===== src/common/stack_link_pkg.sv =====
// Shared constants and types for the stack and subroutine linkage unit
package stack_link_pkg;

	localparam int unsigned DATA_W = 16;
	localparam int unsigned SEL_W  = 3;
	localparam int unsigned NUM_REGS = 8;

	localparam logic [SEL_W-1:0] HW_STACK_SEL = 3'h6;
	localparam logic [SEL_W-1:0] PC_SEL       = 3'h7;

	localparam logic [DATA_W-1:0] STEP_WORD  = 16'h0002;
	localparam logic [DATA_W-1:0] STEP_BYTE  = 16'h0001;
	localparam logic [DATA_W-1:0] EVEN_MASK  = 16'hfffe;
	localparam logic [DATA_W-1:0] REG_RESET  = 16'h0000;
	localparam logic [DATA_W-1:0] BYTE_MASK  = 16'h00ff;

	typedef enum logic [2:0] {
		OP_LOAD = 3'h0,
		OP_READ = 3'h1,
		OP_PUSH = 3'h2,
		OP_POP  = 3'h3,
		OP_CALL = 3'h4,
		OP_RET  = 3'h5
	} op_kind_t;

	typedef struct packed {
		op_kind_t            kind;
		logic [SEL_W-1:0]    sel;
		logic                is_byte;
		logic [DATA_W-1:0]   data;
	} op_t;

	typedef struct packed {
		logic [DATA_W-1:0]   addr;
		logic [DATA_W-1:0]   wdata;
		logic                write;
		logic                is_byte;
	} mem_cmd_t;

endpackage


===== src/logic/general_reg_file.sv =====
// Eight general registers with one write port and a registered read port
`timescale 1ns/1ns
`default_nettype none

module general_reg_file (
	input  wire logic                              core_clk,
	input  wire logic                              resetn,
	input  wire logic                              ce,
	input  wire logic [stack_link_pkg::SEL_W-1:0]  rd_sel,
	output var  logic [stack_link_pkg::DATA_W-1:0] rd_data_q,
	input  wire logic                              wr_en,
	input  wire logic [stack_link_pkg::SEL_W-1:0]  wr_sel,
	input  wire logic [stack_link_pkg::DATA_W-1:0] wr_data
);

	logic [stack_link_pkg::DATA_W-1:0] regs_q [stack_link_pkg::NUM_REGS];
	logic [stack_link_pkg::DATA_W-1:0] rd_data_d;

	genvar gi;
	generate
		for (gi = 0; gi < stack_link_pkg::NUM_REGS; gi++) begin : g_entry
			logic [stack_link_pkg::DATA_W-1:0] entry_d;
			always_comb begin
				entry_d = regs_q[gi];
				if (wr_en && (wr_sel == stack_link_pkg::SEL_W'(gi))) begin
					entry_d = wr_data;
				end
			end
			always_ff @(posedge core_clk) begin
				if (!resetn) begin
					regs_q[gi] <= stack_link_pkg::REG_RESET;
				end else if (ce) begin
					regs_q[gi] <= entry_d;
				end
			end
		end
	endgenerate

	always_comb begin
		rd_data_d = regs_q[rd_sel];
	end

	always_ff @(posedge core_clk) begin
		if (!resetn) begin
			rd_data_q <= stack_link_pkg::REG_RESET;
		end else if (ce) begin
			rd_data_q <= rd_data_d;
		end
	end

endmodule // general_reg_file

`default_nettype wire


===== src/logic/stack_linkage_unit.sv =====
// Stack push/pop and subroutine call/return sequencer over the general registers
`timescale 1ns/1ns
`default_nettype none

module stack_linkage_unit (
	input  wire logic                              core_clk,
	input  wire logic                              resetn,
	input  wire logic                              ce,
	input  wire logic                              op_valid,
	input  wire stack_link_pkg::op_t               op_in,
	output var  logic                              op_ready_q,
	output var  logic                              done_q,
	output var  logic                              err_q,
	output var  logic [stack_link_pkg::DATA_W-1:0] result_q,
	output var  logic                              mem_valid_q,
	output var  stack_link_pkg::mem_cmd_t          mem_cmd_q,
	input  wire logic                              mem_ack,
	input  wire logic [stack_link_pkg::DATA_W-1:0] mem_rdata
);

	typedef enum logic [7:0] {
		S_IDLE = 8'h01,
		S_RDL  = 8'h02,
		S_RDS  = 8'h04,
		S_RDP  = 8'h08,
		S_MEM  = 8'h10,
		S_WB   = 8'h20,
		S_WB2  = 8'h40,
		S_DONE = 8'h80
	} state_t;

	state_t                            state_q, state_d;
	stack_link_pkg::op_t               op_q, op_d;
	logic [stack_link_pkg::DATA_W-1:0] link_q, link_d;
	logic [stack_link_pkg::DATA_W-1:0] sp_q, sp_d;
	logic [stack_link_pkg::DATA_W-1:0] pc_q, pc_d;
	logic [stack_link_pkg::DATA_W-1:0] result_d;
	logic                              ready_d, done_d, err_d, mem_valid_d;
	stack_link_pkg::mem_cmd_t          mem_cmd_d;

	logic [stack_link_pkg::SEL_W-1:0]  rd_sel;
	logic [stack_link_pkg::DATA_W-1:0] rd_data;
	logic                              wr_en;
	logic [stack_link_pkg::SEL_W-1:0]  wr_sel;
	logic [stack_link_pkg::DATA_W-1:0] wr_data;
	logic [stack_link_pkg::DATA_W-1:0] wr_val;
	logic [stack_link_pkg::DATA_W-1:0] step;

	general_reg_file u_regs (
		.core_clk  (core_clk),
		.resetn    (resetn),
		.ce        (ce),
		.rd_sel    (rd_sel),
		.rd_data_q (rd_data),
		.wr_en     (wr_en),
		.wr_sel    (wr_sel),
		.wr_data   (wr_data)
	);

	// Hardware stack pointer never takes an odd value
	always_comb begin
		wr_data = wr_val;
		if (wr_sel == stack_link_pkg::HW_STACK_SEL) begin
			wr_data = wr_val & stack_link_pkg::EVEN_MASK;
		end
	end

	// Step size per access width and pointer
	always_comb begin
		step = stack_link_pkg::STEP_WORD;
		if (op_q.is_byte && (op_q.sel != stack_link_pkg::HW_STACK_SEL)) begin
			step = stack_link_pkg::STEP_BYTE;
		end
	end

	always_comb begin
		state_d     = state_q;
		op_d        = op_q;
		link_d      = link_q;
		sp_d        = sp_q;
		pc_d        = pc_q;
		result_d    = result_q;
		ready_d     = op_ready_q;
		done_d      = 1'b0;
		err_d       = err_q;
		mem_valid_d = mem_valid_q;
		mem_cmd_d   = mem_cmd_q;
		rd_sel      = op_q.sel;
		wr_en       = 1'b0;
		wr_sel      = op_q.sel;
		wr_val      = op_q.data;
		unique case (state_q)
			S_IDLE: begin
				rd_sel = op_in.sel;
				if (op_valid && op_ready_q) begin
					op_d    = op_in;
					ready_d = 1'b0;
					err_d   = 1'b0;
					if (op_in.kind == stack_link_pkg::OP_LOAD) begin
						wr_en   = 1'b1;
						wr_sel  = op_in.sel;
						wr_val  = op_in.data;
						state_d = S_DONE;
					end else if ((op_in.kind == stack_link_pkg::OP_PUSH ||
							op_in.kind == stack_link_pkg::OP_POP) &&
							op_in.sel == stack_link_pkg::PC_SEL) begin
						err_d   = 1'b1;
						state_d = S_DONE;
					end else if (op_in.kind == stack_link_pkg::OP_CALL ||
							op_in.kind == stack_link_pkg::OP_RET) begin
						state_d = S_RDL;
					end else begin
						state_d = S_RDS;
					end
				end
			end
			S_RDL: begin
				link_d  = rd_data;
				rd_sel  = stack_link_pkg::HW_STACK_SEL;
				state_d = S_RDS;
			end
			S_RDS: begin
				sp_d   = rd_data;
				rd_sel = stack_link_pkg::PC_SEL;
				unique case (op_q.kind)
					stack_link_pkg::OP_READ: begin
						result_d = rd_data;
						state_d  = S_DONE;
					end
					stack_link_pkg::OP_PUSH: begin
						wr_en               = 1'b1;
						wr_val              = rd_data - step;
						mem_valid_d         = 1'b1;
						mem_cmd_d.addr      = rd_data - step;
						mem_cmd_d.wdata     = op_q.data;
						mem_cmd_d.write     = 1'b1;
						mem_cmd_d.is_byte   = op_q.is_byte;
						state_d             = S_MEM;
					end
					stack_link_pkg::OP_POP: begin
						mem_valid_d       = 1'b1;
						mem_cmd_d.addr    = rd_data;
						mem_cmd_d.write   = 1'b0;
						mem_cmd_d.is_byte = op_q.is_byte;
						state_d           = S_MEM;
					end
					stack_link_pkg::OP_RET: begin
						wr_en             = 1'b1;
						wr_sel            = stack_link_pkg::PC_SEL;
						wr_val            = link_q;
						mem_valid_d       = 1'b1;
						mem_cmd_d.addr    = rd_data;
						mem_cmd_d.write   = 1'b0;
						mem_cmd_d.is_byte = 1'b0;
						state_d           = S_MEM;
					end
					default: begin
						state_d = S_RDP;
					end
				endcase
			end
			S_RDP: begin
				pc_d              = rd_data;
				wr_en             = 1'b1;
				wr_sel            = stack_link_pkg::HW_STACK_SEL;
				wr_val            = sp_q - stack_link_pkg::STEP_WORD;
				mem_valid_d       = 1'b1;
				mem_cmd_d.addr    = (sp_q - stack_link_pkg::STEP_WORD) & stack_link_pkg::EVEN_MASK;
				mem_cmd_d.wdata   = link_q;
				mem_cmd_d.write   = 1'b1;
				mem_cmd_d.is_byte = 1'b0;
				state_d           = S_MEM;
			end
			S_MEM: begin
				if (mem_ack) begin
					mem_valid_d = 1'b0;
					result_d    = op_q.is_byte ? (mem_rdata & stack_link_pkg::BYTE_MASK) : mem_rdata;
					unique case (op_q.kind)
						stack_link_pkg::OP_PUSH: state_d = S_DONE;
						stack_link_pkg::OP_POP:  state_d = S_WB2;
						default:                 state_d = S_WB;
					endcase
				end
			end
			S_WB: begin
				// Linkage register naming the stack pointer is left to software
				wr_en   = 1'b1;
				wr_val  = (op_q.kind == stack_link_pkg::OP_CALL) ? pc_q : result_q;
				state_d = S_WB2;
			end
			S_WB2: begin
				wr_en = 1'b1;
				if (op_q.kind == stack_link_pkg::OP_CALL) begin
					wr_sel = stack_link_pkg::PC_SEL;
					wr_val = op_q.data;
				end else if (op_q.kind == stack_link_pkg::OP_RET) begin
					wr_sel = stack_link_pkg::HW_STACK_SEL;
					wr_val = sp_q + stack_link_pkg::STEP_WORD;
				end else begin
					wr_val = sp_q + step;
				end
				state_d = S_DONE;
			end
			S_DONE: begin
				done_d  = 1'b1;
				ready_d = 1'b1;
				state_d = S_IDLE;
			end
		endcase
	end

	always_ff @(posedge core_clk) begin
		if (!resetn) begin
			state_q     <= S_IDLE;
			op_q        <= '0;
			link_q      <= stack_link_pkg::REG_RESET;
			sp_q        <= stack_link_pkg::REG_RESET;
			pc_q        <= stack_link_pkg::REG_RESET;
			result_q    <= stack_link_pkg::REG_RESET;
			op_ready_q  <= 1'b1;
			done_q      <= 1'b0;
			err_q       <= 1'b0;
			mem_valid_q <= 1'b0;
			mem_cmd_q   <= '0;
		end else if (ce) begin
			state_q     <= state_d;
			op_q        <= op_d;
			link_q      <= link_d;
			sp_q        <= sp_d;
			pc_q        <= pc_d;
			result_q    <= result_d;
			op_ready_q  <= ready_d;
			done_q      <= done_d;
			err_q       <= err_d;
			mem_valid_q <= mem_valid_d;
			mem_cmd_q   <= mem_cmd_d;
		end
	end

endmodule // stack_linkage_unit

`default_nettype wire


===== config.mk =====
export PLATFORM = sky130hd
export DESIGN_NAME = stack_linkage_unit
export DESIGN_NICKNAME = d
export VERILOG_FILES = /design/src/common/stack_link_pkg.sv /design/src/logic/general_reg_file.sv /design/src/logic/stack_linkage_unit.sv
export SDC_FILE = /design/constraint.sdc
export NUM_CORES = 1
export LEC_CHECK = 0
export BUFFER_PORTS_ARGS = -buffer_cell sky130_fd_sc_hd__buf_4
export CAP_MARGIN = 20
export CORE_ASPECT_RATIO = 1.25
export CORE_MARGIN = 8
export CORE_UTILIZATION = 60
export CTS_CLUSTER_DIAMETER = 80
export DETAILED_ROUTE_END_ITERATION = 12
export HOLD_SLACK_MARGIN = 0.03
export PLACE_DENSITY = 0.75
export SETUP_SLACK_MARGIN = 0.4
export SLEW_MARGIN = 20
export SYNTH_ARGS = -nofsm -noshare
export SYNTH_HDL_FRONTEND = slang
export SYNTH_SLANG_ARGS = --single-unit

===== constraint.sdc =====
create_clock -name core_clk -period 8.4 [get_ports core_clk]
set_clock_uncertainty 0.15 [all_clocks]
set_input_delay 0.42 -clock core_clk [delete_from_list [all_inputs] [get_ports core_clk]]
set_output_delay 0.42 -clock core_clk [all_outputs]
set_load 0.01 [all_outputs]

# Word level (Yosys, flattened, before mapping)
# Memories as Yosys holds them, arrays and structs flattened. A register that Yosys moved wholly into a read port is not among the register bits.
# Index checks and enable logic that the tools add are counted.
[op_classes]
add_sub_neg = 4
n_eq_ne = 41
mux = 64
bitwise = 8
reduce_logical = 43
[op_table]
columns = ["operator", "count"]
rows = [
  ["two-way mux 16 bit", 25],
  ["case mux 16 bit (2 select lines)", 3],
  ["case mux 16 bit (5 select lines)", 1],
  ["case mux 34 bit (2 select lines)", 1],
  ["case mux 8 bit (8 select lines)", 1],
  ["two-way mux 8 bit", 4],
  ["case mux 8 bit (2 select lines)", 2],
  ["equality test 3 bit (second input constant)", 9],
  ["AND reduction 2 bit", 11],
  ["equality test 3 x 2 -> 1 bit (second input constant)", 6],
  ["two-way mux 3 bit", 6],
  ["AND reduction 3 bit", 6],
  ["adder 16 x 2 -> 16 bit", 1],
  ["adder 16 x 2 -> 16 bit (second input constant)", 1],
  ["subtractor 16 bit", 1],
  ["subtractor 16 x 2 -> 16 bit (second input constant)", 1],
  ["two-way mux 1 bit", 14],
  ["case mux 3 bit (4 select lines)", 1],
  ["logical AND 1 bit", 11],
  ["case mux 3 bit (3 select lines)", 1],
  ["equality test 8 x 1 -> 1 bit (second input constant)", 1],
  ["equality test 8 x 2 -> 1 bit (second input constant)", 1],
  ["equality test 8 x 3 -> 1 bit (second input constant)", 1],
  ["equality test 8 x 4 -> 1 bit (second input constant)", 1],
  ["23 further kinds", 50],
]
[word_totals]
ff_bits = 133
ramBits = 128
output_inout_bits = 54
elab_cells = 178
n_memories = 1
[memory_table]
columns = ["memory", "words", "width", "read_ports", "rd_ports_with_merged_regs", "wr", "line_no", "rtl"]
rows = [
  ["u_regs.regs_q", 8, 16, 1, 1, 8, "general_reg_file.sv:16", "logic [stack_link_pkg::DATA_W-1:0] regs_q [stack_link_pkg::NUM_REGS];"],
]

# Longest topological paths before layout
[logic_depth]
word_depth = 10
depth_mapped = 14
depth_no_buf = 13

# By module
# Synthesis repeated with hierarchy kept, for this count alone.
[hier_totals]
hier_cells = 1540
hier_area_um2 = 14720.4
[modules_own_cells]
columns = ["module", "instances", "cells_per_inst", "area_per_inst_um2", "seq_area_each_um2"]
rows = [
  ["stack_linkage_unit", 1, 1086, 8301.7, 2662.6],
  ["general_reg_file", 1, 454, 6418.7, 4164.0],
]

# Worst setup path after synthesis
# No wires, ideal clock.
[synth_timing]
path_type = "reg2reg"
start = "register op_q[16] in the netlist's numbering"
end = "memory u_regs.regs_q[0][14] in the netlist's numbering, data pin"
setup_time_ps = 281
arrival_ps = 3181
slack_ps = 4787
path_stages_with_launch = 13
n_path_buf = 1
period_less_slack_ps = 3613
cell_sequence = "dfxtp_1 -> clkbuf_1 -> o21ai_0 -> inv_1 -> ha_1 -> fa_1 -> nor3b_1 -> nand2_1 -> nor3_1 -> xnor2_1 -> a21oi_1 -> o31ai_1 -> nor2_1"
[synth_lines]
columns = ["item", "line_no", "rtl"]
rows = [
  ["start, declared", "stack_linkage_unit.sv:33", "stack_link_pkg::op_t op_q, op_d;"],
  ["start signal, assigned", "stack_linkage_unit.sv:227", "op_q <= op_d;"],
  ["end, declared", "general_reg_file.sv:16", ""],
]

==> summary.txt <==
Outcome
  • Outcome: finished clean

Clock network
  • Clock-pin slew reported for the worst setup and hold paths after clock tree synthesis: ~0.060 ns
  • Post-cts sizing count: 0
  • Root Driver: clkbuf_16
  • Number of buffers between clock root and the deepest sink: 3
  • H-tree depth reported by CTS: 1
  • Clock tree from TritonCTS: built
  • Number of sinks driven by the clock tree: roughly 280
  • Clock latency on the worst-skew pair: 0.55 ns
  • Post-CTS setup-driven buffer insertion count: 0
  • Num CTS Buffers: 27

Floorplan
  • Horizontal die dimension: between 150 and 200 um
  • I/O pin count: 98
  • Placement row count: 64
  • Starting utilization of the core area: 60.4%
  • Core Region: roughly 0.024 sq mm
  • Area of the die: slightly below 0.03 sq mm
  • DIE HEIGHT: between 150 and 200 um

Setup path
  • Type of origin of the critical path: primary input
  • Arrival time reported for the critical path endpoint: 4.80 ns
  • Required time of the critical path: ~8.4 ns
  • Worst reg-to-reg path cell count: 11
  • Register-to-register setup slack: 3.79 ns
  • R2R Path End: u_regs.regs_q[2][6]
  • Source of the critical timing path: op_in[22]
  • Kind of end point of the critical path: flop
  • Worst-path fanout max: 16
  • Worst r2r src: op_q[16]
  • Critical path type: primary input to flop

Yosys
  • Yosys top cell area share: between 20% and 30%
  • Cell area after synthesis: around 0.015 sq mm
  • Cell type contributing the most total cell area after synthesis: edfxtp_1
  • Register bit total from synthesis: between 200 and 300
  • Area contributors post-synth: edfxtp_1 (26%), dfxtp_1 (20%), nand2_1 (6.5%), mux2i_1 (5.8%), nor2_1 (4.5%)
  • Sequential fraction of the synthesis area: 46.7%
  • Number of nets in the synthesized netlist: around 1,600
  • Synthesized instance count: 1,568
  • Number of enable flip-flop cells after synthesis: 128
  • Count of unique library cells instantiated by Yosys: roughly 80
  • Synth warnings: 0
  • Most instantiated library cell after synthesis: nand2_1
  • Commonest register cell after synthesis: dfxtp_1
  • Post-synthesis async set-or-reset flop share: 0%
  • Post-Synthesis Mean Instance Area: a little over 9 sq um
  • Leading post-synthesis cells by instance count: nand2_1 (252), nor2_1 (176), dfxtp_1 (149), edfxtp_1 (128), clkbuf_1 (94)

Job
  • Max-capacitance violation count: 0

Route
  • Drt first pass iters: 5
  • Remaining design rule violation count: 0
  • Drt via density: 6.39
  • Antenna Nets Post-Route: 0
  • Via count: 12,500
  • Detailed-route wire length: ~48 mm
  • Wire per inst: ~25 um
  • Starting DRT DRC Count: between 1,000 and 1,500

Final layout
  • Area of combinational cells with multiple inputs: a little over 0.007 sq mm
  • Number of inserted filler cells in the final layout: about 2,000
  • Diodes inserted: 0
  • Layout Area Growth over Synthesis: 13.3%
  • Net count reported at finish: 1,657
  • Area taken by flip-flops and latches: between 0.006 and 0.007 sq mm
  • Share of final-layout standard cells stronger than drive strength 1: between 10% and 20%

Power
  • Pwr dens: approximately 200 mW/mm^2
  • IR drop worst, VDD: around 230 uV
  • Standby leakage power: approximately 0.0063 uW

Placement
  • Number of port buffers: 97
  • Detailed placer's ending HPWL: about 35 mm
  • Final Wtd Congestion: 1.04

STA
  • Aggregate negative setup slack: 0 ns
  • Rel. slew slack: about a quarter
  • Count of endpoints failing setup in the final report: 0
  • Count of pins over their slew limit: 0
  • Setup repair after global routing missed its margin: false
  • Hold violation total from the final report: 0
  • Least-Margin Pin Slew: around 1.1 ns
  • Crit path time final: approximately 4.8 ns
  • Minimum hold slack: roughly 0.044 ns
  • Final clock period utilization by the worst path: 56.7%
  • Max Freq: approximately 210 MHz

Global routing
  • Maximum number of pins on one net before global-route repair: roughly 80
  • Antenna violations before repair: 0
  • Global-route wire length before repair: ~73 mm
  • Total grt overflow: 0
  • Total global-route track usage: around a third
  • Vias in the first global route: about 12,000

Min path
  • Cell depth of the worst min-delay path: 3
  • Hold path endpoint: op_q[10]
  • Worst hold-check path type: primary input to flop
  • Startpoint of the lowest-slack hold path: op_in[10]
worst max-delay path by stage:
stage / endpoint / slack (ns) / cells after the start
2_1_floorplan: u_regs.regs_q[0][14] / 4.79 / 12
3_3_place_gp: u_regs.regs_q[7][15] / 3.84 / 8
3_5_place_dp: u_regs.regs_q[7][14] / 3.75 / 8
4_1_cts: u_regs.regs_q[7][6] / 3.76 / 9
5_1_grt: u_regs.regs_q[7][6] / 3.48 / 9
6_report: u_regs.regs_q[7][4] / 3.63 / 9
report_power, final:
group	switching (uW)	internal, uW
registers	68.7	1450
logic	351	199
clock network	528	771
final cells by class:
cell class              count  share of cell area [%]
flip-flops and latches    277                    41.2
clock buffers              27                    4.08
well taps                 330                    2.49
multi-input cells        1150                    43.8
repair buffers            138                    6.54
clock inverters            22                    1.64
inverters                  10                   0.227
logic make-up (layout without fill, tap and decap cells):
group,after synthesis,in the layout,share of synthesized area [%]
AND/OR/NAND/NOR,651,651,20.9
flip-flops,277,277,46.7
other,1,1,0.0257
adder cells (fa/ha/maj),9,9,0.873
AO/OA/AOI/OAI,348,348,18.2
buffers and inverters,141,197,4.06
XOR/XNOR,51,51,3.06
multiplexers,90,90,6.22
placed cells by master, fill, tap and decap left out, types with 6 or more instances in the layout:
| master | n |
|---|---|
| a21boi_0 | 86 |
| nand4_1 | 14 |
| xor2_1 | 16 |
| a221oi_1 | 7 |
| clkbuf_16 | 27 |
| nand3_1 | 79 |
| edfxtp_1 | 128 |
| a22o_1 | 7 |
| o221ai_1 | 21 |
| inv_1 | 10 |
| nand2b_1 | 14 |
| dfxtp_1 | 149 |
| mux2i_1 | 83 |
| nor3_1 | 15 |
| nor4b_1 | 6 |
| o22ai_1 | 27 |
| o211a_1 | 38 |
| nor2_1 | 176 |
| bufinv_16 | 6 |
| nand2_1 | 252 |
| a21oi_1 | 42 |
| nor3b_1 | 14 |
| a22oi_1 | 7 |
| buf_4 | 119 |
| o21ai_0 | 27 |
| o211ai_1 | 17 |
| dlygate4sd3_1 | 19 |
| ha_1 | 7 |
| xnor2_1 | 35 |
| o221a_1 | 16 |
| nor2b_1 | 16 |
| and3_1 | 6 |
| mux2_2 | 6 |
| nor4_1 | 7 |
sequential cells by signal (all words and copies together), names as in the netlist:
register          cells
mem_cmd_q            34
err_q                 1
result_q             16
u_regs.rd_data_q     16
link_q               16
sp_q                 16
op_q                 23
mem_valid_q           1
u_regs.regs_q       128
op_ready_q            1
state_q               8
pc_q                 16
done_q                1
stage by stage:
step                setup slack [ns]  area [sq um]  utilization (%)  std cells  power [uW]
finish                          3.63         16600             68.5       1954        3370
global route                    3.48         16600             68.5       1954        3470
CTS                             3.76         16600             68.5       1954        3360
detailed placement              3.75         15400             63.8       1886        2070
floorplan                       4.79         14600                -       1568        1890
global placement                3.84         15400             63.7       1886        2070
layer usage:
layer | vias to the layer above | GRT usage [%] | routed length, um
li1 | 5745 | - | -
met1 | 5924 | 38.6 | 18400
met2 | 648 | 53.3 | 22800
met3 | 168 | 4.67 | 3670
met4 | 0 | 21.5 | 3620
met5 | - | 0 | 0
timing repair:
action                                  CTS  global route
hold buffers                             19             0
endpoints found under the setup margin    0             0
hold endpoints to repair                 19             0
critical path: stages:
cell	delay (ns)
dlygate4sd3_1	0.54
buf_4	0.16
nor3_2	0.37
nand2_1	0.61
nor2_1	0.65
o311ai_1	0.29
nor3_2	0.40
nand3b_1	0.53
nand2_1	0.80
Note: power is estimated with default switching activity, not from simulation.
